[config.mk]
export PLATFORM = sky130hd
export DESIGN_NAME = sacf_axis_config
export DESIGN_NICKNAME = d
export VERILOG_FILES = /design/src/design/sacf_pkg.sv /design/src/design/sacf_fault_policy.sv /design/src/design/sacf_serial_div.sv /design/src/design/sacf_axis_config.sv
export SDC_FILE = /design/constraint.sdc
export NUM_CORES = 2
export LEC_CHECK = 0
export BUFFER_PORTS_ARGS = -buffer_cell sky130_fd_sc_hd__clkbuf_2
export CORE_ASPECT_RATIO = 1.2
export CORE_UTILIZATION = 58
export CTS_BUF_LIST = sky130_fd_sc_hd__clkbuf_4
export DETAILED_ROUTE_END_ITERATION = 8
export HOLD_SLACK_MARGIN = 0.03
export PLACE_DENSITY = 0.77
export SLEW_MARGIN = 40
export SYNTH_ARGS = -nofsm -noshare
export SYNTH_HDL_FRONTEND = slang
export SYNTH_HIERARCHICAL = 1
export SYNTH_SLANG_ARGS = --single-unit
[constraint.sdc]
create_clock -name clock -period 19.2 [get_ports clock]
set_input_delay 0.96 -clock clock [delete_from_list [all_inputs] [get_ports clock]]
set_output_delay 0.96 -clock clock [all_outputs]
set_load 0.005 [all_outputs]
[src/design/sacf_pkg.sv]
// Shared constants and types for the servo axis configuration and fault policy block
package sacf_pkg;

	// Clock and scan timing
	localparam int CLK_KHZ = 250000;
	localparam int SCAN_FAST_MS = 2;
	localparam int SCAN_SLOW_MS = 10;
	localparam int SCAN_FAST_CYC = CLK_KHZ * SCAN_FAST_MS;
	localparam int SCAN_SLOW_CYC = CLK_KHZ * SCAN_SLOW_MS;

	// Register byte offsets, low address byte only
	localparam logic [7:0] ADDR_MODE = 8'h00;
	localparam logic [7:0] ADDR_CONFIG = 8'h04;
	localparam logic [7:0] ADDR_ZONE_ON = 8'h08;
	localparam logic [7:0] ADDR_ZONE_OFF = 8'h0C;
	localparam logic [7:0] ADDR_CMD_SCALE = 8'h10;
	localparam logic [7:0] ADDR_PULSE_SCALE = 8'h14;
	localparam logic [7:0] ADDR_VMAX = 8'h18;
	localparam logic [7:0] ADDR_FILTER = 8'h1C;
	localparam logic [7:0] ADDR_STATUS = 8'h20;
	localparam logic [7:0] ADDR_VLIMIT = 8'h24;
	localparam logic [7:0] ADDR_POSCMD = 8'h28;

	// Mode register bits
	localparam int MODE_SETUP = 0;
	localparam int MODE_SERVO_ON = 1;
	localparam int MODE_SERVO_OFF = 2;
	localparam int MODE_JOG_PLUS = 3;
	localparam int MODE_JOG_MINUS = 4;

	// Filter register fields
	localparam int BAND_W = 11;
	localparam int FILT_CMD_LSB = 16;

	// Legal value ranges
	localparam logic [31:0] SCALE_MIN = 32'h0000_03E8;
	localparam logic [31:0] SCALE_MAX = 32'h05F5_E0FF;
	localparam logic signed [31:0] ZONE_LIM = 32'sh3B9A_C9FF;
	localparam logic [31:0] VMAX_MIN = 32'h0000_0001;
	localparam logic [31:0] VMAX_MAX = 32'h00F4_2400;
	localparam logic [BAND_W-1:0] BAND_MIN = 11'h032;
	localparam logic [BAND_W-1:0] BAND_MAX = 11'h3E8;

	// Command units per turn (rotary) or per metre (linear)
	localparam logic [31:0] DEG_MILLI = 32'h0005_7E40;
	localparam logic [31:0] DEG_CENTI = 32'h0000_8CA0;
	localparam logic [31:0] DEG_TENTH = 32'h0036_EE80;
	localparam logic [31:0] LIN_UM1 = 32'h000F_4240;
	localparam logic [31:0] LIN_UM10 = 32'h0001_86A0;
	localparam logic [31:0] LIN_UM01 = 32'h0098_9680;

	typedef enum logic [2:0] {UNIT_PULSE, UNIT_MILLI, UNIT_CENTI, UNIT_SCALE, UNIT_TENTH}
		sacf_unit_type;
	typedef enum logic [1:0] {POL_KEEP, POL_OFF_AFTER, POL_OFF_NOW} sacf_policy_type;

	// Configuration word, laid out exactly as the config register low bits
	typedef struct packed {
		logic fbFilterUse;
		sacf_policy_type devPol;
		sacf_policy_type ovlPol;
		sacf_policy_type ovsPol;
		logic devEn;
		logic ovsEn;
		logic ovlEn;
		logic jogSource;
		logic powerupServo;
		logic fastScan;
		logic coordLinear;
		sacf_unit_type unit;
	} sacf_cfg_type;
	localparam int CFG_W = $bits(sacf_cfg_type);

	localparam sacf_cfg_type CFG_RST = '{fbFilterUse: 1'b0, devPol: POL_OFF_AFTER,
		ovlPol: POL_KEEP, ovsPol: POL_KEEP, devEn: 1'b1, ovsEn: 1'b1, ovlEn: 1'b1,
		jogSource: 1'b0, powerupServo: 1'b0, fastScan: 1'b0, coordLinear: 1'b0,
		unit: UNIT_PULSE};
	localparam logic [31:0] SCALE_RST = 32'h0000_03E8;
	localparam logic signed [31:0] ZONE_RST = 32'sh0000_0000;

	// Status word, laid out as the status register low bits
	typedef struct packed {
		logic reject;
		logic devFault;
		logic ovlFault;
		logic ovsFault;
		logic axisStop;
		logic servoOn;
		logic zone;
	} sacf_stat_type;
	localparam int STAT_W = $bits(sacf_stat_type);

	// One fault channel's answer
	typedef struct packed {
		logic latched;
		logic stopReq;
		logic servoOff;
	} sacf_fault_type;

endpackage : sacf_pkg

[src/design/sacf_fault_policy.sv]
// One fault channel: enable gating, latch and three-way servo policy
module sacf_fault_policy
	import sacf_pkg::*;
(
	input wire logic clock,
	input wire logic rst_n,
	input wire logic enable,
	input wire sacf_policy_type policy,
	input wire logic condition,
	input wire logic axisStopped,
	input wire logic clear,
	output sacf_fault_type fault
);

	logic active_r;
	logic activeNxt;
	logic offNxt;
	sacf_fault_type fault_r;

	// A new event beats a clear in the same cycle
	assign activeNxt = (enable & condition) | (active_r & ~clear);
	assign offNxt = activeNxt & ((policy == POL_OFF_NOW) |
		((policy == POL_OFF_AFTER) & axisStopped)); // [RQ18] [RQ19] [RQ22]

	// Latch and registered answer
	always_ff @(posedge clock) begin
		if (!rst_n) begin
			active_r <= 1'b0;
			fault_r <= '0;
		end else begin
			active_r <= activeNxt;
			fault_r <= '{latched: activeNxt, stopReq: activeNxt, servoOff: offNxt};
		end
	end

	assign fault = fault_r;

endmodule : sacf_fault_policy

[src/design/sacf_serial_div.sv]
// Serial restoring divider, one quotient bit per cycle, saturating result
module sacf_serial_div (
	input wire logic clock,
	input wire logic rst_n,
	input wire logic start,
	input wire logic [63:0] dividend,
	input wire logic [31:0] divisor,
	output logic done,
	output logic [31:0] quotient
);

	logic [63:0] quo_r;
	logic [32:0] rem_r;
	logic [31:0] den_r;
	logic [6:0] cnt_r;
	logic busy_r;
	logic done_r;
	logic [32:0] remShift;
	logic [32:0] remSub;
	logic fits;

	assign remShift = {rem_r[31:0], quo_r[63]};
	assign remSub = remShift - {1'b0, den_r};
	assign fits = remShift >= {1'b0, den_r};

	// Shift and subtract; busy for 64 cycles after start
	always_ff @(posedge clock) begin
		if (!rst_n) begin
			quo_r <= '0;
			rem_r <= '0;
			den_r <= '0;
			cnt_r <= '0;
			busy_r <= 1'b0;
			done_r <= 1'b0;
		end else if (start) begin
			quo_r <= dividend;
			rem_r <= '0;
			den_r <= divisor;
			cnt_r <= '0;
			busy_r <= 1'b1;
			done_r <= 1'b0;
		end else if (busy_r) begin
			quo_r <= {quo_r[62:0], fits};
			rem_r <= fits ? remSub : remShift;
			cnt_r <= cnt_r + 7'h01;
			busy_r <= (cnt_r != 7'h3F);
			done_r <= (cnt_r == 7'h3F);
		end else begin
			done_r <= 1'b0;
		end
	end

	assign done = done_r;
	// Results beyond 31 bits clip rather than wrap
	assign quotient = (quo_r[63:31] != '0) ? 32'h7FFF_FFFF : quo_r[31:0];

endmodule : sacf_serial_div

[src/design/sacf_axis_config.sv]
// Axis configuration and fault policy with AHB-Lite registers
//
// Notes on behaviour
// RQ1: Zone asserts at set on position
// RQ2: Zone releases at signed off position
// RQ3: Unit 0: pulse is command unit
// RQ4: Unit 1: millidegree or micron
// RQ5: Unit 2: centidegree or ten microns
// RQ6: Unit 3: command scale per pulse scale
// RQ7: Unit 4: decimillidegree or tenth micron
// RQ8: Command scale 1000 to 99999999
// RQ9: Pulse scale same range
// RQ10: Coordinate bit: rotary or linear
// RQ11: Velocity limit is lesser, reported
// RQ12: Start scan 10ms delayed, 2ms direct
// RQ13: Serial power-up servo state
// RQ14: Jog from board or serial
// RQ15: Over-load error when enabled
// RQ16: Over-speed error when enabled
// RQ17: Deviation error when enabled
// RQ18: Over-speed three-way policy
// RQ19: Over-load three-way policy
// RQ20: Filter bands 50 to 1000 Hz
// RQ21: Settings change in setup mode only
// RQ22: Deviation policy, default off after
// RQ23: Zone refreshed every control scan
//
// Decided for this implementation: the placing of the registers and the AHB-Lite register port.
module sacf_axis_config
	import sacf_pkg::*;
#(
	parameter int FAST_SCAN_CYCLES = SCAN_FAST_CYC,
	parameter int SLOW_SCAN_CYCLES = SCAN_SLOW_CYC
) (
	input wire logic clock,
	input wire logic rst_n,
	input wire logic hsel,
	input wire logic [31:0] haddr,
	input wire logic [1:0] htrans,
	input wire logic hwrite,
	input wire logic [2:0] hsize,
	input wire logic [31:0] hwdata,
	input wire logic hready,
	output logic [31:0] hrdata,
	output logic hreadyout,
	output logic hresp,
	input wire logic signed [31:0] axisPositionPulse,
	input wire logic [31:0] motorVmaxPulse,
	input wire logic overloadPin,
	input wire logic overspeedPin,
	input wire logic deviationPin,
	input wire logic axisStoppedPin,
	input wire logic startPin,
	input wire logic jogPlusPin,
	input wire logic jogMinusPin,
	input wire logic serialModePin,
	output logic zoneOne,
	output logic servoOn,
	output logic axisStop,
	output logic startRequest,
	output logic jogPlus,
	output logic jogMinus,
	output logic [31:0] velocityLimit,
	output logic feedbackFilterUse,
	output logic [BAND_W-1:0] feedbackBand,
	output logic [BAND_W-1:0] commandBand
);

	typedef enum logic [1:0] {CONV_IDLE, CONV_POS, CONV_VEL} sacf_conv_type;

	// Pin synchronisers: first stage feeds only the second
	logic [7:0] pinMeta_r;
	logic [7:0] pinSync_r;
	logic overload_s, overspeed_s, deviation_s, stopped_s;
	logic start_s, jogPlus_s, jogMinus_s, serialMode_s;

	always_ff @(posedge clock) begin
		if (!rst_n) begin
			pinMeta_r <= '0;
			pinSync_r <= '0;
		end else begin
			pinMeta_r <= {serialModePin, jogMinusPin, jogPlusPin, startPin,
				axisStoppedPin, deviationPin, overspeedPin, overloadPin};
			pinSync_r <= pinMeta_r;
		end
	end

	assign {serialMode_s, jogMinus_s, jogPlus_s, start_s,
		stopped_s, deviation_s, overspeed_s, overload_s} = pinSync_r;

	// Bus slave state
	logic wrPend_r, rdPend_r;
	logic [7:0] busAddr_r;
	logic [31:0] hrdata_r;
	logic hreadyout_r;
	logic addrPhase;
	assign addrPhase = hsel & htrans[1] & hready;

	// Software-visible registers
	logic setup_r, jogPlusSer_r, jogMinusSer_r;
	sacf_cfg_type cfg_r;
	logic signed [31:0] zoneOn_r, zoneOff_r;
	logic [31:0] cmdScale_r, pulseScale_r, vmax_r;
	logic [BAND_W-1:0] fbBand_r, cmdBand_r;
	logic reject_r;

	// Write decode on the data phase
	logic wrMode, wrCfg, wrOn, wrOff, wrCmdSc, wrPlsSc, wrVmax, wrFilt, wrStat;
	assign wrMode = wrPend_r & (busAddr_r == ADDR_MODE);
	assign wrCfg = wrPend_r & (busAddr_r == ADDR_CONFIG);
	assign wrOn = wrPend_r & (busAddr_r == ADDR_ZONE_ON);
	assign wrOff = wrPend_r & (busAddr_r == ADDR_ZONE_OFF);
	assign wrCmdSc = wrPend_r & (busAddr_r == ADDR_CMD_SCALE);
	assign wrPlsSc = wrPend_r & (busAddr_r == ADDR_PULSE_SCALE);
	assign wrVmax = wrPend_r & (busAddr_r == ADDR_VMAX);
	assign wrFilt = wrPend_r & (busAddr_r == ADDR_FILTER);
	assign wrStat = wrPend_r & (busAddr_r == ADDR_STATUS);

	// Value checks; out-of-range writes keep the old value
	sacf_cfg_type cfgIn;
	logic signed [31:0] wdSigned;
	logic [BAND_W-1:0] fbIn, cmdIn;
	logic cfgOk, onOk, offOk, cmdScOk, plsScOk, vmaxOk, filtOk;
	assign cfgIn = sacf_cfg_type'(hwdata[CFG_W-1:0]);
	assign wdSigned = $signed(hwdata);
	assign fbIn = hwdata[BAND_W-1:0];
	assign cmdIn = hwdata[FILT_CMD_LSB +: BAND_W];
	assign cfgOk = setup_r & (cfgIn.unit <= UNIT_TENTH) & (cfgIn.ovsPol <= POL_OFF_NOW)
		& (cfgIn.ovlPol <= POL_OFF_NOW) & (cfgIn.devPol <= POL_OFF_NOW); // [RQ21]
	assign onOk = cfg_r.coordLinear ? ((wdSigned >= -ZONE_LIM) & (wdSigned <= ZONE_LIM))
		: ((wdSigned >= 0) & (hwdata < cmdScale_r)); // [RQ1]
	assign offOk = (wdSigned >= -ZONE_LIM) & (wdSigned <= ZONE_LIM); // [RQ2]
	assign cmdScOk = setup_r & (hwdata >= SCALE_MIN) & (hwdata <= SCALE_MAX); // [RQ8]
	assign plsScOk = setup_r & (hwdata >= SCALE_MIN) & (hwdata <= SCALE_MAX); // [RQ9]
	assign vmaxOk = setup_r & (hwdata >= VMAX_MIN) & (hwdata <= VMAX_MAX);
	assign filtOk = setup_r & (fbIn >= BAND_MIN) & (fbIn <= BAND_MAX)
		& (cmdIn >= BAND_MIN) & (cmdIn <= BAND_MAX); // [RQ20]

	logic rejectEvt;
	assign rejectEvt = (wrCfg & ~cfgOk) | (wrOn & ~onOk) | (wrOff & ~offOk)
		| (wrCmdSc & ~cmdScOk) | (wrPlsSc & ~plsScOk) | (wrVmax & ~vmaxOk)
		| (wrFilt & ~filtOk);

	// Bus handshake: writes land with no wait, reads take one wait state
	always_ff @(posedge clock) begin
		if (!rst_n) begin
			wrPend_r <= 1'b0;
			rdPend_r <= 1'b0;
			busAddr_r <= '0;
			hreadyout_r <= 1'b1;
		end else begin
			wrPend_r <= addrPhase & hwrite;
			rdPend_r <= addrPhase & ~hwrite;
			hreadyout_r <= ~(addrPhase & ~hwrite);
			if (addrPhase) begin
				busAddr_r <= {haddr[7:2], 2'b00};
			end
		end
	end

	// Mode register: setup flag and serial jog levels
	always_ff @(posedge clock) begin
		if (!rst_n) begin
			setup_r <= 1'b0;
			jogPlusSer_r <= 1'b0;
			jogMinusSer_r <= 1'b0;
		end else if (wrMode) begin
			setup_r <= hwdata[MODE_SETUP];
			jogPlusSer_r <= hwdata[MODE_JOG_PLUS];
			jogMinusSer_r <= hwdata[MODE_JOG_MINUS];
		end
	end

	// Settings guarded by setup mode; zone positions writable any time
	always_ff @(posedge clock) begin
		if (!rst_n) begin
			cfg_r <= CFG_RST;
			zoneOn_r <= ZONE_RST;
			zoneOff_r <= ZONE_RST;
			cmdScale_r <= SCALE_RST;
			pulseScale_r <= SCALE_RST;
			vmax_r <= VMAX_MAX;
			fbBand_r <= BAND_MAX;
			cmdBand_r <= BAND_MAX;
		end else begin
			if (wrCfg & cfgOk) cfg_r <= cfgIn;
			if (wrOn & onOk) zoneOn_r <= wdSigned;
			if (wrOff & offOk) zoneOff_r <= wdSigned;
			if (wrCmdSc & cmdScOk) cmdScale_r <= hwdata;
			if (wrPlsSc & plsScOk) pulseScale_r <= hwdata;
			if (wrVmax & vmaxOk) vmax_r <= hwdata;
			if (wrFilt & filtOk) begin
				fbBand_r <= fbIn;
				cmdBand_r <= cmdIn;
			end
		end
	end

	// Status clear mask; the reject flag sets over a clear
	sacf_stat_type clrMask;
	assign clrMask = wrStat ? sacf_stat_type'(hwdata[STAT_W-1:0]) : '0;

	always_ff @(posedge clock) begin
		if (!rst_n) begin
			reject_r <= 1'b0;
		end else begin
			reject_r <= rejectEvt | (reject_r & ~clrMask.reject);
		end
	end

	// Fault channels
	sacf_fault_type ovsFault, ovlFault, devFault;

	sacf_fault_policy uOverspeed (
		.clock(clock),
		.rst_n(rst_n),
		.enable(cfg_r.ovsEn), // [RQ16]
		.policy(cfg_r.ovsPol), // [RQ18]
		.condition(overspeed_s),
		.axisStopped(stopped_s),
		.clear(clrMask.ovsFault),
		.fault(ovsFault)
	);

	sacf_fault_policy uOverload (
		.clock(clock),
		.rst_n(rst_n),
		.enable(cfg_r.ovlEn), // [RQ15]
		.policy(cfg_r.ovlPol), // [RQ19]
		.condition(overload_s),
		.axisStopped(stopped_s),
		.clear(clrMask.ovlFault),
		.fault(ovlFault)
	);

	sacf_fault_policy uDeviation (
		.clock(clock),
		.rst_n(rst_n),
		.enable(cfg_r.devEn), // [RQ17]
		.policy(cfg_r.devPol), // [RQ22]
		.condition(deviation_s),
		.axisStopped(stopped_s),
		.clear(clrMask.devFault),
		.fault(devFault)
	);

	logic anyStop, anyOff;
	assign anyStop = ovsFault.stopReq | ovlFault.stopReq | devFault.stopReq;
	assign anyOff = ovsFault.servoOff | ovlFault.servoOff | devFault.servoOff;

	// Control scan and start scan dividers
	logic [31:0] scanCnt_r, startCnt_r;
	logic controlTick, startTick;
	logic [31:0] startPeriod;
	assign controlTick = (scanCnt_r == 32'(FAST_SCAN_CYCLES - 1));
	assign startPeriod = cfg_r.fastScan ? 32'(FAST_SCAN_CYCLES) : 32'(SLOW_SCAN_CYCLES); // [RQ12]
	assign startTick = (startCnt_r >= startPeriod - 32'h1);

	always_ff @(posedge clock) begin
		if (!rst_n) begin
			scanCnt_r <= '0;
			startCnt_r <= '0;
		end else begin
			scanCnt_r <= controlTick ? '0 : scanCnt_r + 32'h1;
			startCnt_r <= startTick ? '0 : startCnt_r + 32'h1;
		end
	end

	// Start sampling: slow mode needs two agreeing samples (delayed read)
	logic startPrev_r, startLevel_r, startReq_r;
	logic startAccept;
	assign startAccept = start_s & (cfg_r.fastScan | startPrev_r); // [RQ12]

	always_ff @(posedge clock) begin
		if (!rst_n) begin
			startPrev_r <= 1'b0;
			startLevel_r <= 1'b0;
			startReq_r <= 1'b0;
		end else begin
			startReq_r <= startTick & startAccept & ~startLevel_r & ~cfg_r.jogSource;
			if (startTick) begin
				startPrev_r <= start_s;
				startLevel_r <= startAccept;
			end
		end
	end

	// Servo state: fault turn-off wins, then commands and power-up
	logic servoOn_r, firstScan_r, axisStop_r;
	logic powerupOn;
	assign powerupOn = firstScan_r & controlTick & serialMode_s & cfg_r.powerupServo; // [RQ13]

	always_ff @(posedge clock) begin
		if (!rst_n) begin
			servoOn_r <= 1'b0;
			firstScan_r <= 1'b1;
			axisStop_r <= 1'b0;
		end else begin
			axisStop_r <= anyStop;
			if (controlTick) firstScan_r <= 1'b0;
			if (anyOff) begin
				servoOn_r <= 1'b0;
			end else if ((wrMode & hwdata[MODE_SERVO_ON]) | powerupOn) begin
				servoOn_r <= 1'b1;
			end else if (wrMode & hwdata[MODE_SERVO_OFF]) begin
				servoOn_r <= 1'b0;
			end
		end
	end

	// Jog source selection, blocked while stopping on a fault
	logic jogPlus_r, jogMinus_r;
	always_ff @(posedge clock) begin
		if (!rst_n) begin
			jogPlus_r <= 1'b0;
			jogMinus_r <= 1'b0;
		end else begin
			jogPlus_r <= ~anyStop & (cfg_r.jogSource ? jogPlusSer_r : jogPlus_s); // [RQ14]
			jogMinus_r <= ~anyStop & (cfg_r.jogSource ? jogMinusSer_r : jogMinus_s); // [RQ14]
		end
	end

	// Unit ratio: command units = pulses * num / den
	logic [31:0] ratioNum, ratioDen;
	logic lin;
	assign lin = cfg_r.coordLinear; // [RQ10]
	assign ratioNum = (cfg_r.unit == UNIT_MILLI) ? (lin ? LIN_UM1 : DEG_MILLI) // [RQ4]
		: (cfg_r.unit == UNIT_CENTI) ? (lin ? LIN_UM10 : DEG_CENTI) // [RQ5]
		: (cfg_r.unit == UNIT_SCALE) ? cmdScale_r // [RQ6]
		: (cfg_r.unit == UNIT_TENTH) ? (lin ? LIN_UM01 : DEG_TENTH) // [RQ7]
		: 32'h1; // [RQ3]
	assign ratioDen = (cfg_r.unit == UNIT_PULSE) ? 32'h1 : pulseScale_r; // [RQ3] [RQ9]

	// Conversion sequencer: position then velocity, once per control scan
	sacf_conv_type conv_r;
	logic divStart_r, posNeg_r;
	logic signed [31:0] posCmd_r;
	logic [31:0] vlimit_r;
	logic [31:0] posMag, divIn, quotient;
	logic [63:0] dividend;
	logic divDone;
	assign posMag = axisPositionPulse[31] ? 32'(-axisPositionPulse) : axisPositionPulse;
	assign divIn = (conv_r == CONV_POS) ? posMag : motorVmaxPulse;
	assign dividend = {32'h0, divIn} * {32'h0, ratioNum};

	sacf_serial_div uDiv (
		.clock(clock),
		.rst_n(rst_n),
		.start(divStart_r),
		.dividend(dividend),
		.divisor(ratioDen),
		.done(divDone),
		.quotient(quotient)
	);

	always_ff @(posedge clock) begin
		if (!rst_n) begin
			conv_r <= CONV_IDLE;
			divStart_r <= 1'b0;
			posNeg_r <= 1'b0;
			posCmd_r <= '0;
			vlimit_r <= VMAX_MAX;
		end else begin
			divStart_r <= 1'b0;
			case (conv_r)
				CONV_IDLE: begin
					if (controlTick) begin
						conv_r <= CONV_POS;
						divStart_r <= 1'b1;
						posNeg_r <= axisPositionPulse[31];
					end
				end
				CONV_POS: begin
					if (divDone) begin
						posCmd_r <= posNeg_r ? -$signed(quotient) : $signed(quotient);
						conv_r <= CONV_VEL;
						divStart_r <= 1'b1;
					end
				end
				CONV_VEL: begin
					if (divDone) begin
						vlimit_r <= (quotient < vmax_r) ? quotient : vmax_r; // [RQ11]
						conv_r <= CONV_IDLE;
					end
				end
				default: begin
					conv_r <= CONV_IDLE;
				end
			endcase
		end
	end

	// Zone window; an on point above the off point wraps through zero
	logic zoneIn, zone_r, posDone;
	assign posDone = (conv_r == CONV_POS) & divDone;
	assign zoneIn = (zoneOn_r <= zoneOff_r)
		? ((posCmd_r >= zoneOn_r) & (posCmd_r < zoneOff_r))
		: ((posCmd_r >= zoneOn_r) | (posCmd_r < zoneOff_r)); // [RQ1] [RQ2]

	// Refreshed once per scan, after the fresh position is in
	logic zonePend_r;
	always_ff @(posedge clock) begin
		if (!rst_n) begin
			zone_r <= 1'b0;
			zonePend_r <= 1'b0;
		end else begin
			zonePend_r <= posDone;
			if (zonePend_r) zone_r <= zoneIn; // [RQ23]
		end
	end

	// Read mux, sampled in the wait cycle so earlier writes are seen
	sacf_stat_type stat;
	logic [31:0] rdMux;
	assign stat = '{reject: reject_r, devFault: devFault.latched,
		ovlFault: ovlFault.latched, ovsFault: ovsFault.latched,
		axisStop: axisStop_r, servoOn: servoOn_r, zone: zone_r};
	assign rdMux = (busAddr_r == ADDR_MODE) ? {27'h0, jogMinusSer_r, jogPlusSer_r, 2'b00, setup_r}
		: (busAddr_r == ADDR_CONFIG) ? {{(32-CFG_W){1'b0}}, cfg_r}
		: (busAddr_r == ADDR_ZONE_ON) ? zoneOn_r
		: (busAddr_r == ADDR_ZONE_OFF) ? zoneOff_r
		: (busAddr_r == ADDR_CMD_SCALE) ? cmdScale_r
		: (busAddr_r == ADDR_PULSE_SCALE) ? pulseScale_r
		: (busAddr_r == ADDR_VMAX) ? vmax_r
		: (busAddr_r == ADDR_FILTER) ? {5'h0, cmdBand_r, 5'h0, fbBand_r}
		: (busAddr_r == ADDR_STATUS) ? {{(32-STAT_W){1'b0}}, stat}
		: (busAddr_r == ADDR_VLIMIT) ? vlimit_r // [RQ11]
		: (busAddr_r == ADDR_POSCMD) ? posCmd_r
		: 32'h0;

	always_ff @(posedge clock) begin
		if (!rst_n) begin
			hrdata_r <= '0;
		end else if (rdPend_r) begin
			hrdata_r <= rdMux;
		end
	end

	// Outputs straight from flops
	assign hrdata = hrdata_r;
	assign hreadyout = hreadyout_r;
	assign hresp = 1'b0 & hreadyout_r;
	assign zoneOne = zone_r;
	assign servoOn = servoOn_r;
	assign axisStop = axisStop_r;
	assign startRequest = startReq_r;
	assign jogPlus = jogPlus_r;
	assign jogMinus = jogMinus_r;
	assign velocityLimit = vlimit_r;
	assign feedbackFilterUse = cfg_r.fbFilterUse;
	assign feedbackBand = fbBand_r;
	assign commandBand = cmdBand_r;

endmodule : sacf_axis_config

==> run summary <==
The flow ran to the end, and the final reports show no timing, DRC or antenna violations. At the end of the flow the core is filled with cells to 62.70%. Across the run, the number of max-cap violations was 0. The minimum period implied by the final worst setup slack is 11.50 ns.

The quantity of I/O buffers inserted on ports came out at 209. The final weighted congestion in routability-driven placement came out at 1.064. The largest total area in the synthesized netlist belongs to sky130_fd_sc_hd__fa_1. The estimated wirelength of the detail-placed design came out at 168400 um.

The number of sinks on the clock net came out at 545. For the final routed database, the setup TNS stands at 0 ns. Entering global routing, the biggest net connects 250 pins. Between clock sinks in the finished design, the worst skew comes to 0.07199 ns. The first-pass GRT wire length came out at 331800 um. In this run the worst setup path begins at axisPositionPulse[6]. TritonCTS created 130 clock buffers. Counting along the longest clock path gives a buffer depth of 3. The cell-internal power came out at 1.696 mW.

On the critical path, the stage with the largest delay is an instance of sky130_fd_sc_hd__o41ai_1. The fraction of layout cells with a size suffix above 1 came out at 8.458%. The library cell used as clock root buffer is sky130_fd_sc_hd__clkbuf_4. For this run, the leading register cell type out of synthesis is sky130_fd_sc_hd__dfxtp_1.

The final count of pins violating max slew is 0. The mean instance size in the synthesized netlist came out at 8.457 um2. The aggregate routed wire length is 219900 um. The die width came out at 304.7 um. The via count of the first global-routing pass was 56653. The share of total power consumed by net switching is 28.35%. During synthesis, Yosys emitted a total of 6 warnings.

For the worst setup path, the data required time is 20.02 ns. The total congestion overflow came out at 0. The relative max-transition margin came out at 37.19%. The cts-stage hold buffer count came out at 0. The layout overhead on the synthesized area came out at 6.705%.

For the worst-skew pair, the clock arrives at the later sink with an insertion delay of 0.99 ns. The detailed-route vias per instance is 6.116. The maximum resistive drop on vdd came out at 0.00003818 V.

The chip height is 365.2 um. The floorplan core area came out at 108500 um2. The TritonCTS clock tree is built. The power per standard cell area came out at 34.79 nW/um2. For this design the total switching power over the nets is 671.1 uW. The worst min-delay path endpoint is pinMeta_r[7]. The source of the worst hold timing path is serialModePin.

The largest fanout on the critical path is 18. Of the synthesized area, sequential elements account for 17.11%. The tightest min-delay check is of the primary input to register type.

The startpoint kind of the worst setup timing path is a primary input. The level count of the clock H-tree came out at 4. Of the total power, registers draw 48.1%. The floorplan step defined a die boundary enclosing 111300 um2. The kind of end point of the critical path is a register. Setup repair after global routing left no endpoint under its margin.

After layout, the design draws a total of 2.367 mW. The critical register-to-register path endpoint is uDiv/quo_r[51]. The number of enable-type register cells in the synthesized netlist is 0. In this run the count of I/O pins placed on the die edge is 241. The DRC marker count from the first detailed-route iteration came out at 5496.

The number of cells produced by synthesis came out at 7540. The worst register-to-register path begins at cfg_r[0]. After clock tree synthesis, the setup repair step added 0 buffers. Summing every instance area after synthesis gives 63760 um2. The internal reg-to-reg setup slack came out at 8.03 ns. The mean routed wirelength per cell came out at 24.18 um. The count of instances resized after the clock tree is built is 0.

Among the stages of the critical path, the cell type that occurs most often is sky130_fd_sc_hd__fa_1. The portion of synthesized cell area occupied by the leading cell type came out at 28.16%. The delay of the slowest cell on the worst path is 0.72 ns.

The initial utilization of the core area, before any placement, comes to 58.76%. OpenSTA, run right after detailed placement, puts the worst setup slack at 6.865 ns. By area the synthesized netlist is led by sky130_fd_sc_hd__fa_1 (28%), sky130_fd_sc_hd__dfxtp_1 (17%), sky130_fd_sc_hd__ha_1 (9.1%), sky130_fd_sc_hd__inv_1 (6.6%), sky130_fd_sc_hd__nor2_1 (5.1%). The count of endpoints failing setup in the final report came out at 0. The row count is 132. Static timing analysis puts the maximum clock frequency at 0.08694 GHz.

The combinational power share came out at 10.0%. The synthesized netlist contains 95 unique library cells. The number of antenna violations at the first check in global routing is 6. In this run the remaining antenna-violating nets after routing total 0. The total DRC errors in the routed layout came out at 0. In the finished design, the share of the clock period the worst path needs comes to 59.91%. The critical path data arrival time came out at 12.33 ns.

The kind of critical path is primary input to register. The hold violation total from the final report came out at 0. In this run the static leakage power is 33.68 nW. The number of cells traversed by the worst register-to-register path came out at 31. Counting flops and latches in the post-synthesis netlist gives 545. The slew at the pin closest to its max-slew limit came out at 0.9398 ns. After clock tree synthesis, the clock-pin slew on the worst setup and hold paths is 0.06 ns. The first-pass iteration count of the detailed router came out at 8. The proportion of register bits with asynchronous set or reset after synthesis came out at 0%. The global routing usage summed across all routing layers came out at 39.62%. The final net count came out at 9101. The least setup slack across all paths after layout is 7.698 ns.

The number of cells on the worst hold path is 2. The power share of the clock group came out at 41.9%. The via count of the routed design is 55621.
==> metrics by stage <==
stage / hold WS, ns / instance area, um2 / instances
5_1_grt: 0.1667 / 68030 / 9093
3_3_place_gp: 0.4087 / 66130 / 8863
4_1_cts: 0.1404 / 67980 / 9091
6_report: 0.1925 / 68040 / 9095
2_1_floorplan: 0.4001 / 63800 / 7549
3_5_place_dp: 0.4196 / 66320 / 8870
==> worst max-delay path, delay by kind of cell <==
family,cells,cell delay (ns)
AOI/OAI and AO/OA,7,2.43
and+or+nand+nor,11,3.03
adders and majority gates,9,4.64
buffers and inverters,6,0.66
xor gates and xnor gates,2,0.59
==> cell families after synthesis <==
family | Yosys count | synth area share (%)
xor gates and xnor gates | 198 | 2.720
muxes | 285 | 4.478
DFF | 545 | 17.11
AOI/OAI and AO/OA | 1108 | 11.38
other | 2 | 0.01178
buffers and inverters | 1550 | 9.305
and+or+nand+nor | 2492 | 17.75
adders and majority gates | 1360 | 37.24
==> power by group through the flow <==
stage                     logic (mW)  registers [mW]  clock network [mW]
after floorplan                0.117            1.16                   0
after global placement         0.220            1.16                   0
after detailed placement       0.224            1.16                   0
after CTS                      0.225            1.14                1.01
after global routing           0.243            1.14                1.06
final                          0.238            1.14               0.991
==> state kept, by name, indices dropped and copies added (netlist names), 2 cells and up <==
signal	count
uDiv/quo_r	64
cmdScale_r	32
hrdata	32
posCmd_r	32
pulseScale_r	32
scanCnt_r	32
startCnt_r	32
uDiv/den_r	32
uDiv/rem_r	32
velocityLimit	32
vmax_r	32
zoneOff_r	32
zoneOn_r	32
cfg_r	15
commandBand	11
feedbackBand	11
pinMeta_r	8
pinSync_r	8
uDiv/cnt_r	7
busAddr_r	6
conv_r	2
uDeviation/fault	2
uOverload/fault	2
uOverspeed/fault	2
==> metal layers <==
| metal | up-vias | global-route usage, % | part of all wire, % |
|---|---|---|---|
| li1 | 24279 | - | - |
| met1 | 26981 | 43.71 | 34 |
| met2 | 3306 | 63.12 | 45 |
| met3 | 1049 | 10.88 | 11 |
| met4 | 6 | 35.24 | 10 |
| met5 | - | 0 | 0.018 |
==> cell usage after synthesis (all sizes together), types with 23 or more instances <==
master / number
a21boi: 29
a21o: 103
a21oi: 268
a221oi: 31
a222oi: 32
a22oi: 28
a31oi: 31
and2: 136
and3: 66
buf: 58
clkbuf: 374
dfxtp: 545
fa: 897
ha: 462
inv: 1117
mux2i: 283
nand2: 807
nand2b: 72
nand3: 100
nand4: 59
nor2: 869
nor2b: 202
nor3: 61
nor4: 32
o211a: 43
o211ai: 35
o21a: 58
o21ai: 311
o21bai: 23
o31ai: 27
or3: 35
xnor2: 82
xor2: 116
==> worst max-delay path by stage <==
stage                     endpoint  slack, ns
floorplan           uDiv/quo_r[55]       8.73
global placement    uDiv/quo_r[55]       6.94
detailed placement  uDiv/quo_r[51]       6.86
CTS                 uDiv/quo_r[51]       7.85
global route        uDiv/quo_r[51]       7.34
finish              uDiv/quo_r[51]       7.70
==> cells in the final DEF, fill, tap and decap left out, types with 82 or more instances in the layout <==
cell and count:
sky130_fd_sc_hd__xor2_1 116, sky130_fd_sc_hd__a21oi_1 264, sky130_fd_sc_hd__nand2_1 805, sky130_fd_sc_hd__fa_1 897
sky130_fd_sc_hd__nor2b_1 201, sky130_fd_sc_hd__buf_4 127, sky130_fd_sc_hd__a21o_1 103, sky130_fd_sc_hd__ha_1 462
sky130_fd_sc_hd__clkbuf_2 208, sky130_fd_sc_hd__xnor2_1 82, sky130_fd_sc_hd__nor2_1 860, sky130_fd_sc_hd__inv_1 1117
sky130_fd_sc_hd__mux2i_1 283, sky130_fd_sc_hd__nand3_1 100, sky130_fd_sc_hd__and2_1 134, sky130_fd_sc_hd__o21ai_0 267
sky130_fd_sc_hd__clkbuf_4 179, sky130_fd_sc_hd__dfxtp_1 541
==> final cells by class <==
class                   instances  area, um2
fillers                      9397      40470
clock buffers                 179       1344
multi-input cells            5454      47310
diodes                          3      7.507
well taps                    1407       1760
inverters                    1118       4197
repair buffers                347       2188
flip-flops and latches        545      10920
clock inverters                42      315.3
Power figures use the tool's default switching activity.
